**src/tdd_pkg.sv**
```systemverilog
// Descriptor word indices, field positions and encodings for the descriptor engine
package tdd_pkg;
	localparam int DESC_WORDS  = 8;
	localparam int WORD_W      = 32;
	// Word indices inside one descriptor
	localparam logic [2:0] W_CTRL  = 3'h0;
	localparam logic [2:0] W_ROUTE = 3'h1;
	localparam logic [2:0] W_BUF   = 3'h2;
	localparam logic [2:0] W_STAT  = 3'h3;
	localparam logic [2:0] W_SLOT  = 3'h4;
	localparam logic [2:0] W_LAST  = 3'h7;
	// Word 0
	localparam int EP_LOW_BIT  = 31;
	localparam int MULT_HI     = 30;
	localparam int MULT_LO     = 29;
	localparam int MAXPKT_HI   = 28;
	localparam int MAXPKT_LO   = 18;
	localparam int TOTAL_HI    = 17;
	localparam int TOTAL_LO    = 3;
	localparam int VALID_BIT   = 0;
	// Word 1
	localparam int HUB_HI      = 31;
	localparam int HUB_LO      = 25;
	localparam int PORT_HI     = 24;
	localparam int PORT_LO     = 18;
	localparam int SPLIT_BIT   = 14;
	localparam int KIND_HI     = 13;
	localparam int KIND_LO     = 12;
	localparam int TOKEN_HI    = 11;
	localparam int TOKEN_LO    = 10;
	localparam int FADDR_HI    = 9;
	localparam int FADDR_LO    = 3;
	localparam int EP_UP_HI    = 2;
	localparam int EP_UP_LO    = 0;
	// Word 2
	localparam int RELOAD_HI   = 28;
	localparam int RELOAD_LO   = 25;
	localparam int BUF_HI      = 23;
	localparam int BUF_LO      = 8;
	localparam int FRAME_HI    = 7;
	localparam int FRAME_LO    = 3;
	// Word 3
	localparam int ACTIVE_BIT  = 31;
	localparam int HALT_BIT    = 30;
	localparam int TOGGLE_BIT  = 25;
	localparam int DONE_HI     = 14;
	// Word 4
	localparam int MASK_HI     = 7;
	// Encodings
	localparam logic [1:0] KIND_INTERRUPT = 2'h3;
	localparam logic [1:0] MULT_UNDEF     = 2'h0;
	localparam logic [1:0] MULT_SINGLE    = 2'h1;
	// Processor window base, internal address unit is 8 bytes
	localparam logic [17:0] CPU_MEM_BASE  = 18'h00400;
	localparam int          RAM_UNIT_LOG2 = 3;
	typedef enum logic [2:0] {
		ST_IDLE  = 3'b000,
		ST_FETCH = 3'b001,
		ST_CHECK = 3'b010,
		ST_ISSUE = 3'b011,
		ST_WAIT  = 3'b100,
		ST_WB3   = 3'b101,
		ST_WB0   = 3'b110
	} tdd_state_t;
endpackage

```
**src/tdd_engine.sv**
```systemverilog
// Transfer descriptor fetch, decode, execute and write-back engine
// Operation
// - Issue at most the packet multiplier count of packets per execution.
// - Each packet carries at most max_packet_bytes from word 0 bits 28:18.
// - total_byte_count in word 0 bits 17:3 bounds bytes moved.
// - Clear valid flag after full completion or fatal error.
// - Longer periods use power-of-two frame field ranges, one mask bit.
// - Endpoint number joins word 0 bit 31 with word 1 bits 2:0 as its upper bits.
// - Word 1 holds hub address, hub port, split, kind, token, address, endpoint.
// - Word 2 holds reload field and sixteen-bit buffer start address.
// - Bulk split descriptors run as start-split and complete-split.
// - Buffer address is in 8-byte internal units above the processor base.
// - Frame field match then microframe mask decides issue per microframe.
// - Polling period is two to the (b-1) microframes, b one to nine.
// - Split flag zero means high-speed, one means split transaction.
`timescale 1ns/1ps
module tdd_engine
	import tdd_pkg::*;
#(
	parameter int SLOT_BITS = 5
)(
	input  wire logic                   clk_sys,
	input  wire logic                   rst_b,
	input  wire logic                   sofTick,
	input  wire logic                   scanEnable,
	input  wire logic [SLOT_BITS-1:0]   slotIndex,
	input  wire logic [10:0]            frameNumber,
	input  wire logic [2:0]             microframeIndex,
	output logic                        memRdReq,
	output logic                        memWrEn,
	output logic [SLOT_BITS+2:0]        memAddr,
	output logic [31:0]                 memWrData,
	input  wire logic                   memRdValid,
	input  wire logic [31:0]            memRdData,
	output logic                        txnStart,
	output logic [1:0]                  txnToken,
	output logic [1:0]                  txnKind,
	output logic [6:0]                  txnFunctionAddr,
	output logic [3:0]                  txnEndpoint,
	output logic [10:0]                 txnMaxBytes,
	output logic [10:0]                 txnLen,
	output logic [15:0]                 txnBufAddr,
	output logic                        txnToggle,
	output logic                        txnSplit,
	output logic [6:0]                  txnHubAddr,
	output logic [6:0]                  txnHubPort,
	input  wire logic                   txnDone,
	input  wire logic [10:0]            txnBytes,
	input  wire logic                   txnFatal,
	input  wire logic                   txnToggleNext,
	output logic                        descBusy,
	output logic                        descRetire,
	output logic                        descFault
);
	generate
		if (SLOT_BITS < 1 || SLOT_BITS > 16)
			$error("SLOT_BITS out of range");
	endgenerate

	tdd_state_t      state_reg;
	logic [31:0]     descWords_reg [DESC_WORDS];
	logic [2:0]      wordIdx_reg;
	logic [1:0]      pktLeft_reg;
	logic [1:0]      issued_reg;
	logic [14:0]     doneCnt_reg;
	logic            toggle_reg;
	logic            finished_reg;
	logic            fatal_reg;

	// Decoded fields
	wire logic [31:0] w0         = descWords_reg[W_CTRL];
	wire logic [31:0] w1         = descWords_reg[W_ROUTE];
	wire logic [31:0] w2         = descWords_reg[W_BUF];
	wire logic [31:0] w3         = descWords_reg[W_STAT];
	wire logic        validFlag  = w0[VALID_BIT];
	wire logic [1:0]  multField  = w0[MULT_HI:MULT_LO];
	wire logic [1:0]  multEff    = (multField == MULT_UNDEF) ? MULT_SINGLE : multField;
	wire logic [10:0] maxPkt     = w0[MAXPKT_HI:MAXPKT_LO];
	wire logic [14:0] totalBytes = w0[TOTAL_HI:TOTAL_LO];
	wire logic [3:0]  epNumber   = {w1[EP_UP_HI:EP_UP_LO], w0[EP_LOW_BIT]};
	wire logic [1:0]  epKind     = w1[KIND_HI:KIND_LO];
	wire logic [15:0] bufStart   = w2[BUF_HI:BUF_LO];
	wire logic [14:0] remaining  = totalBytes - doneCnt_reg;
	wire logic [10:0] lenNow     = (remaining > {4'h0, maxPkt}) ? maxPkt : remaining[10:0];
	wire logic [14:0] doneNext   = doneCnt_reg + {4'h0, txnBytes};
	wire logic        shortPkt   = txnBytes < txnLen;
	wire logic        lastWord   = wordIdx_reg == W_LAST;
	wire logic        due;

	tdd_poll_check u_poll (
		.clk_sys         (clk_sys),
		.rst_b           (rst_b),
		.isPeriodic      (epKind == KIND_INTERRUPT),
		.frameField      (w2[FRAME_HI:FRAME_LO]),
		.slotMask        (descWords_reg[W_SLOT][MASK_HI:0]),
		.frameLow        (frameNumber[4:0]),
		.microframeIndex (microframeIndex),
		.due             (due)
	);

	// Descriptor word capture
	always_ff @(posedge clk_sys or negedge rst_b)
	begin
		if (!rst_b)
		begin
			for (int i = 0; i < DESC_WORDS; i++)
				descWords_reg[i] <= 32'h00000000;
		end
		else if (state_reg == ST_FETCH && memRdValid)
			descWords_reg[wordIdx_reg] <= memRdData;
	end

	always_ff @(posedge clk_sys or negedge rst_b)
	begin
		if (!rst_b)
		begin
			state_reg       <= ST_IDLE;
			wordIdx_reg     <= 3'h0;
			pktLeft_reg     <= 2'h0;
			issued_reg      <= 2'h0;
			doneCnt_reg     <= 15'h0000;
			toggle_reg      <= 1'b0;
			finished_reg    <= 1'b0;
			fatal_reg       <= 1'b0;
			memRdReq        <= 1'b0;
			memWrEn         <= 1'b0;
			memAddr         <= '0;
			memWrData       <= 32'h00000000;
			txnStart        <= 1'b0;
			txnToken        <= 2'h0;
			txnKind         <= 2'h0;
			txnFunctionAddr <= 7'h00;
			txnEndpoint     <= 4'h0;
			txnMaxBytes     <= 11'h000;
			txnLen          <= 11'h000;
			txnBufAddr      <= 16'h0000;
			txnToggle       <= 1'b0;
			txnSplit        <= 1'b0;
			txnHubAddr      <= 7'h00;
			txnHubPort      <= 7'h00;
			descBusy        <= 1'b0;
			descRetire      <= 1'b0;
			descFault       <= 1'b0;
		end
		else
		begin
			memRdReq   <= 1'b0;
			memWrEn    <= 1'b0;
			txnStart   <= 1'b0;
			descRetire <= 1'b0;
			descFault  <= 1'b0;
			case (state_reg)
				ST_IDLE:
				begin
					descBusy <= 1'b0;
					if (sofTick && scanEnable)
					begin
						state_reg   <= ST_FETCH;
						wordIdx_reg <= 3'h0;
						memRdReq    <= 1'b1;
						memAddr     <= {slotIndex, W_CTRL};
						descBusy    <= 1'b1;
					end
				end
				ST_FETCH:
				begin
					if (memRdValid)
					begin
						if (lastWord)
							state_reg <= ST_CHECK;
						else
						begin
							wordIdx_reg <= wordIdx_reg + 3'h1;
							memRdReq    <= 1'b1;
							memAddr     <= {slotIndex, wordIdx_reg + 3'h1};
						end
					end
				end
				ST_CHECK:
				begin
					doneCnt_reg  <= w3[DONE_HI:0];
					toggle_reg   <= w3[TOGGLE_BIT];
					pktLeft_reg  <= multEff;
					issued_reg   <= 2'h0;
					finished_reg <= 1'b0;
					fatal_reg    <= 1'b0;
					if (!validFlag || !due)
						state_reg <= ST_IDLE;
					else if (w3[DONE_HI:0] >= totalBytes)
					begin
						finished_reg <= 1'b1;
						state_reg    <= ST_WB3;
					end
					else
						state_reg <= ST_ISSUE;
				end
				ST_ISSUE:
				begin
					txnStart        <= 1'b1;
					txnToken        <= w1[TOKEN_HI:TOKEN_LO];
					txnKind         <= epKind;
					txnFunctionAddr <= w1[FADDR_HI:FADDR_LO];
					txnEndpoint     <= epNumber;
					txnMaxBytes     <= maxPkt;
					txnLen          <= lenNow;
					txnBufAddr      <= bufStart + {4'h0, doneCnt_reg[14:RAM_UNIT_LOG2]};
					txnToggle       <= toggle_reg;
					txnSplit        <= w1[SPLIT_BIT];
					txnHubAddr      <= w1[HUB_HI:HUB_LO];
					txnHubPort      <= w1[PORT_HI:PORT_LO];
					issued_reg      <= issued_reg + 2'h1;
					state_reg       <= ST_WAIT;
				end
				ST_WAIT:
				begin
					if (txnDone)
					begin
						doneCnt_reg <= doneNext;
						toggle_reg  <= txnToggleNext;
						pktLeft_reg <= pktLeft_reg - 2'h1;
						if (txnFatal)
						begin
							fatal_reg <= 1'b1;
							state_reg <= ST_WB3;
						end
						else if (shortPkt || doneNext >= totalBytes)
						begin
							finished_reg <= 1'b1;
							state_reg    <= ST_WB3;
						end
						else if (pktLeft_reg == 2'h1)
							state_reg <= ST_WB3;
						else
							state_reg <= ST_ISSUE;
					end
				end
				ST_WB3:
				begin
					memWrEn   <= 1'b1;
					memAddr   <= {slotIndex, W_STAT};
					memWrData <= {!(finished_reg || fatal_reg), fatal_reg,
						w3[29:26], toggle_reg, w3[24:15], doneCnt_reg};
					state_reg <= (finished_reg || fatal_reg) ? ST_WB0 : ST_IDLE;
				end
				ST_WB0:
				begin
					memWrEn    <= 1'b1;
					memAddr    <= {slotIndex, W_CTRL};
					memWrData  <= {w0[31:1], 1'b0};
					descRetire <= finished_reg;
					descFault  <= fatal_reg;
					state_reg  <= ST_IDLE;
				end
				default:
					state_reg <= ST_IDLE;
			endcase
		end
	end

	a_skip_invalid: assert property (@(posedge clk_sys) disable iff (!rst_b)
		(state_reg == ST_CHECK && !validFlag) |=> (state_reg == ST_IDLE) ##1 !txnStart)
		else $error("invalid descriptor was executed");
	a_len_cap: assert property (@(posedge clk_sys) disable iff (!rst_b)
		txnStart |-> (txnLen <= txnMaxBytes) && (txnMaxBytes == maxPkt))
		else $error("packet longer than max_packet_bytes");
	a_total_cap: assert property (@(posedge clk_sys) disable iff (!rst_b)
		txnStart |-> (16'(doneCnt_reg) + 16'(txnLen)) <= 16'(totalBytes))
		else $error("transfer exceeds total_byte_count");
	a_pkt_count: assert property (@(posedge clk_sys) disable iff (!rst_b)
		txnStart |-> (issued_reg != 2'h0) && (issued_reg <= multEff))
		else $error("more packets than the multiplier allows");
	a_valid_clear: assert property (@(posedge clk_sys) disable iff (!rst_b)
		(memWrEn && memAddr[2:0] == W_CTRL) |-> !memWrData[VALID_BIT]
			&& (memWrData[31:1] == w0[31:1]) && $past(state_reg) == ST_WB0)
		else $error("word 0 write-back altered fields or kept valid");
	a_retire_path: assert property (@(posedge clk_sys) disable iff (!rst_b)
		(state_reg == ST_WAIT && txnDone && txnFatal) |=> ##1 memWrEn ##1 (memWrEn && descFault))
		else $error("fatal error did not clear valid");
	a_endpoint_join: assert property (@(posedge clk_sys) disable iff (!rst_b)
		txnStart |-> txnEndpoint == {w1[EP_UP_HI:EP_UP_LO], w0[EP_LOW_BIT]})
		else $error("endpoint number mis-assembled");
	a_split_select: assert property (@(posedge clk_sys) disable iff (!rst_b)
		txnStart |-> (txnSplit == w1[SPLIT_BIT]) && (txnHubPort == w1[PORT_HI:PORT_LO]))
		else $error("split routing fields wrong");
	a_fetch_eight: assert property (@(posedge clk_sys) disable iff (!rst_b)
		$rose(state_reg == ST_CHECK) |-> $past(wordIdx_reg) == W_LAST)
		else $error("decode started before eight words were read");
endmodule

```
**src/tdd_poll_check.sv**
```systemverilog
// Polling schedule check for periodic descriptors
`timescale 1ns/1ps
module tdd_poll_check
	import tdd_pkg::*;
(
	clk_sys,
	rst_b,
	isPeriodic,
	frameField,
	slotMask,
	frameLow,
	microframeIndex,
	due
);
	input  wire logic       clk_sys;
	input  wire logic       rst_b;
	input  wire logic       isPeriodic;
	input  wire logic [4:0] frameField;
	input  wire logic [7:0] slotMask;
	input  wire logic [4:0] frameLow;
	input  wire logic [2:0] microframeIndex;
	output logic            due;

	// Period in frames minus one, from the leading one of the frame field
	function automatic logic [4:0] periodMask(input logic [4:0] f);
		logic [4:0] m;
		m = 5'h00;
		if (f[4])
			m = 5'h1F;
		else if (f[3])
			m = 5'h0F;
		else if (f[2])
			m = 5'h07;
		else if (f[1])
			m = 5'h03;
		else if (f[0])
			m = 5'h01;
		return m;
	endfunction

	wire logic [4:0] pm       = periodMask(frameField);
	wire logic       phaseHit = (frameLow & pm) == (frameField & pm);
	wire logic       slotHit  = slotMask[microframeIndex];
	assign due = !isPeriodic || (phaseHit && slotHit);

	a_poll_slot_gate: assert property (@(posedge clk_sys) disable iff (!rst_b)
		(isPeriodic && due) |-> slotMask[microframeIndex])
		else $error("periodic descriptor due in an unselected microframe");
	a_poll_phase: assert property (@(posedge clk_sys) disable iff (!rst_b)
		(isPeriodic && due && frameField[4]) |-> (frameLow == frameField))
		else $error("long period descriptor due in wrong frame");
endmodule

```
**config.mk**
```make
export PLATFORM = sky130hd
export DESIGN_NAME = tdd_engine
export DESIGN_NICKNAME = d
export VERILOG_FILES = /design/src/tdd_pkg.sv /design/src/tdd_engine.sv /design/src/tdd_poll_check.sv
export SDC_FILE = /design/constraint.sdc
export NUM_CORES = 1
export LEC_CHECK = 0
export ABC_CLOCK_PERIOD_IN_PS = 5100
export BUFFER_PORTS_ARGS = -buffer_cell sky130_fd_sc_hd__buf_2
export CORE_MARGIN = 2
export CORE_UTILIZATION = 50
export CTS_BUF_LIST = sky130_fd_sc_hd__clkbuf_4 sky130_fd_sc_hd__clkbuf_8 sky130_fd_sc_hd__clkbuf_16
export CTS_CLUSTER_SIZE = 30
export DETAILED_ROUTE_END_ITERATION = 8
export PLACE_DENSITY = 0.82
export SLEW_MARGIN = 20
export SYNTH_ARGS = -nofsm -noshare
export SYNTH_HDL_FRONTEND = slang
export SYNTH_SLANG_ARGS = --single-unit
```
**constraint.sdc**
```tcl
create_clock -name clk_sys -period 5.1 [get_ports clk_sys]
set_input_delay 1.02 -clock clk_sys [delete_from_list [all_inputs] [get_ports clk_sys]]
set_output_delay 1.02 -clock clk_sys [all_outputs]
set_load 0.005 [all_outputs]
```
==> results.py <==
metrics = {
    "cts": {
        "clock_latency_ns": 0.55,
        "cts-resized-gates": 0,
        "h-tree-depth": 1,
        "numCtsBuffers": 28,
        "cts.hold.buffers_added": 0,
        "clockRootBuffer": "clkbuf_16",
        "post-cts-setup-buffer-count": 0,
        "path_clk_slew_ns": 0.06,
        "cts_tree": "done",
        "clockBufferDepth": 3,
        "cts.sinks": 261,
    },
    "timing": {
        "report.final.hold_viol_count": 0,
        "slew_headroom_pct": 33.8,
        "min_period_ns": 4.38,
        "finalSetupViolCount": 0,
        "slew_viol_final": 0,
        "fin_skew_ns": 0.0121,
        "whs_ns": 0.403,
        "worstMarginPinSlew_ns": 0.993,
        "clock.fmax_ghz": 0.228,
        "setup_slack_ns": 0.720,
        "fin_crit_sh_pct": 85.9,
        "rsz0062_at_grt": "false",
        "totalNegativeSetupSlack_ns": 0,
    },
    "final_layout": {
        "drive_gt1_share_pct": 24.4,
        "fin_util_pct": 59.7,
        "finalInstanceArea_sq_um": 15700,
        "final_nets": 1658,
        "multi_input_area_sq_um": 6390,
        "fin_cells": 1850,
        "syn2layout_area_growth_pct": 16.7,
        "fill_cells": 2137,
        "regArea_sq_um": 6530,
    },
    "synth": {
        "synth-seq-area-share_pct": 48.7,
        "synthArstFlopShare_pct": 100,
        "yosys_warnings": 0,
        "syn_avg_cell_area_sq_um": 10.1,
        "synthesis.nets": 1489,
        "ys.flop_type": "dfrtp_1",
        "synth_area_sq_um": 13400,
        "synth_cell_types": 69,
        "synth_edf_count": 0,
        "ys_ff_latch": 261,
        "synth_cells": 1325,
    },
    "die": {
        "design.die.area_sq_um": 28100,
        "die_y_um": 168,
        "die_w_um": 168,
        "core_sq_um": 26200,
        "ios": 185,
        "rows": 59,
        "initial_utilization_pct": 51.2,
    },
    "global_route": {
        "grt_overflow": 0,
        "grt_max_degree": 140,
        "grt_pass1_vias": 10600,
        "antenna_found_initial": 3,
        "track_usage_pct": 25.7,
        "grt_pass1_wl_mm": 57.1,
    },
    "routing": {
        "vias": 10500,
        "wl_mm": 35.8,
        "drtAntennaViolNets": 0,
        "via_per_inst": 5.67,
        "drc": 0,
        "dr.pass1.iters": 5,
        "routedWlPerCell_um": 19.4,
        "drt_iter0_drc": 679,
    },
    "setup_path": {
        "cp_slowest_cell": "dfrtp_1",
        "crit_fanout": 7,
        "cp.arrival_ns": 4.75,
        "critPathMaxStageDelay_ns": 0.42,
        "cpMostUsedCell": "a21oi_1",
        "end_kind": "register",
        "cp_num_buf_inv": 3,
        "worstRegToRegCells": 18,
        "worstSetupPathType": "register to register",
        "path_depth": 18,
        "startpoint_type": "register",
        "crit_chain": "inv_1 > ha_1 > inv_1 > fa_1 > a211o_2 > a21oi_4 > o21ba_2 > xnor2_1 > ha_1 > a21oi_1 > a21oi_1 > a211oi_1 > a21oi_1 > nor3_1 > o2111ai_2 > buf_4 > mux2i_1 > o21ai_0",
        "path_delay_family": "compound AO/OA/AOI/OAI gates",
        "crit_required_ns": 5.47,
    },
    "power_and_ir_drop": {
        "p_leak_nw": 8.04,
        "ir_drop_mv": 0.407,
        "totalPowerFinal_mw": 10.8,
        "p_per_area_nw_per_um2": 692,
    },
    "place": {
        "hpwlAfterDp_mm": 25.4,
        "place_inst": 1798,
        "io_buffers": 178,
        "placed_area_sq_um": 14600,
        "pre_cts_ws_ns": 0.277,
        "gp_congestion": 0.896,
    },
    "min_path": {
        "min-delay-path-class": "primary input to async pin",
    },
    "job": {
        "maxCapViolations": 0,
    },
    "outcome": {
        "status": "finished, final reports clean",
    },
}
==> worst paths after layout <==
check	from	to	slack, ns
worst max-delay path	w0[3]	txnLen[1]	0.72
worst min register to register	w1[18]	txnHubPort[0]	0.46
max in group asynchronous	rst_b	w0[17]	3.47
min in group clk_sys	w1[18]	txnHubPort[0]	0.46
worst max register to register	w0[3]	txnLen[1]	0.72
worst min-delay path	rst_b	txnFunctionAddr[0]	0.40
==> cells by family after synthesis <==
group | count (synthesis) | synth area share [%]
and+or+nand+nor | 391 | 12.2
AOI/OAI and AO/OA | 271 | 12.4
DFF | 261 | 48.7
muxes | 142 | 11.7
buffers and inverters | 132 | 3.83
adders and majority gates | 94 | 8.94
xor gates and xnor gates | 34 | 2.22
==> cell usage in the layout, fill, tap and decap left out, drive strengths merged, types with 42 or more instances in the layout <==
| cell type | count |
|---|---|
| nand2 | 264 |
| dfrtp | 261 |
| buf | 192 |
| o21ai | 127 |
| mux2 | 98 |
| ha | 91 |
| inv | 79 |
| nor2 | 49 |
| a21oi | 48 |
| mux2i | 42 |
==> layout make-up <==
type | count | share of cell area, %
Multi-Input combinational cell | 932 | 40.8
Tap cell | 335 | 2.68
Timing Repair Buffer | 192 | 6.64
Clock buffer | 39 | 5.36
Inverter | 79 | 1.89
Clock inverter | 11 | 0.847
Antenna cell | 1 | 0.0160
Sequential cell | 261 | 41.7
==> cells in the mapped netlist, types with 5 or more instances <==
master,n,area [sq um]
a211oi_1,7,52.6
a31oi_1,15,93.8
nand3_1,20,100
buf_2,9,45.0
xnor2_1,19,166
mux2_2,98,1100
o31ai_1,5,37.5
o21ai_1,11,55.1
nor2_1,49,184
mux2i_1,42,420
dfrtp_1,261,6530
ha_1,91,1140
a21oi_1,46,230
nand2b_1,10,62.6
o21a_1,7,52.6
nand2_1,264,991
nor3_1,7,35.0
o22ai_1,6,37.5
buf_1,6,22.5
nor2b_1,9,56.3
xor2_1,15,131
clkbuf_1,37,139
o21ai_0,115,576
o21bai_1,6,45.0
a21o_1,15,113
inv_1,78,293
nand4_1,7,43.8
==> worst reg2reg max path, delay by kind of cell, from the launching register on <==
family          cells  cell delay (ns)
compound gates      9             1.81
fa+ha+maj           3             0.92
buf+inv             3             0.48
simple gates        1             0.26
flops               1             0.42
mux                 1             0.14
xor+xnor            1             0.18
==> per-layer routing <==
| layer | GRT usage [%] | part of all wire [%] |
|---|---|---|
| met1 | 33.8 | 42 |
| met2 | 42.9 | 48 |
| met3 | 4.33 | 6.2 |
| met4 | 9.41 | 3.7 |
| met5 | 0 | 0.075 |
==> power by group <==
part / internal, mW / leakage, nW / switching (mW) / total (mW)
Clock: 1.25 / 0.481 / 0.851 / 2.10
Combinational: 2.27 / 4.23 / 2.83 / 5.10
Sequential: 2.91 / 3.33 / 0.725 / 3.63
Total: 6.43 / 8.04 / 4.41 / 10.8
Note: power is estimated with default switching activity, not from simulation.
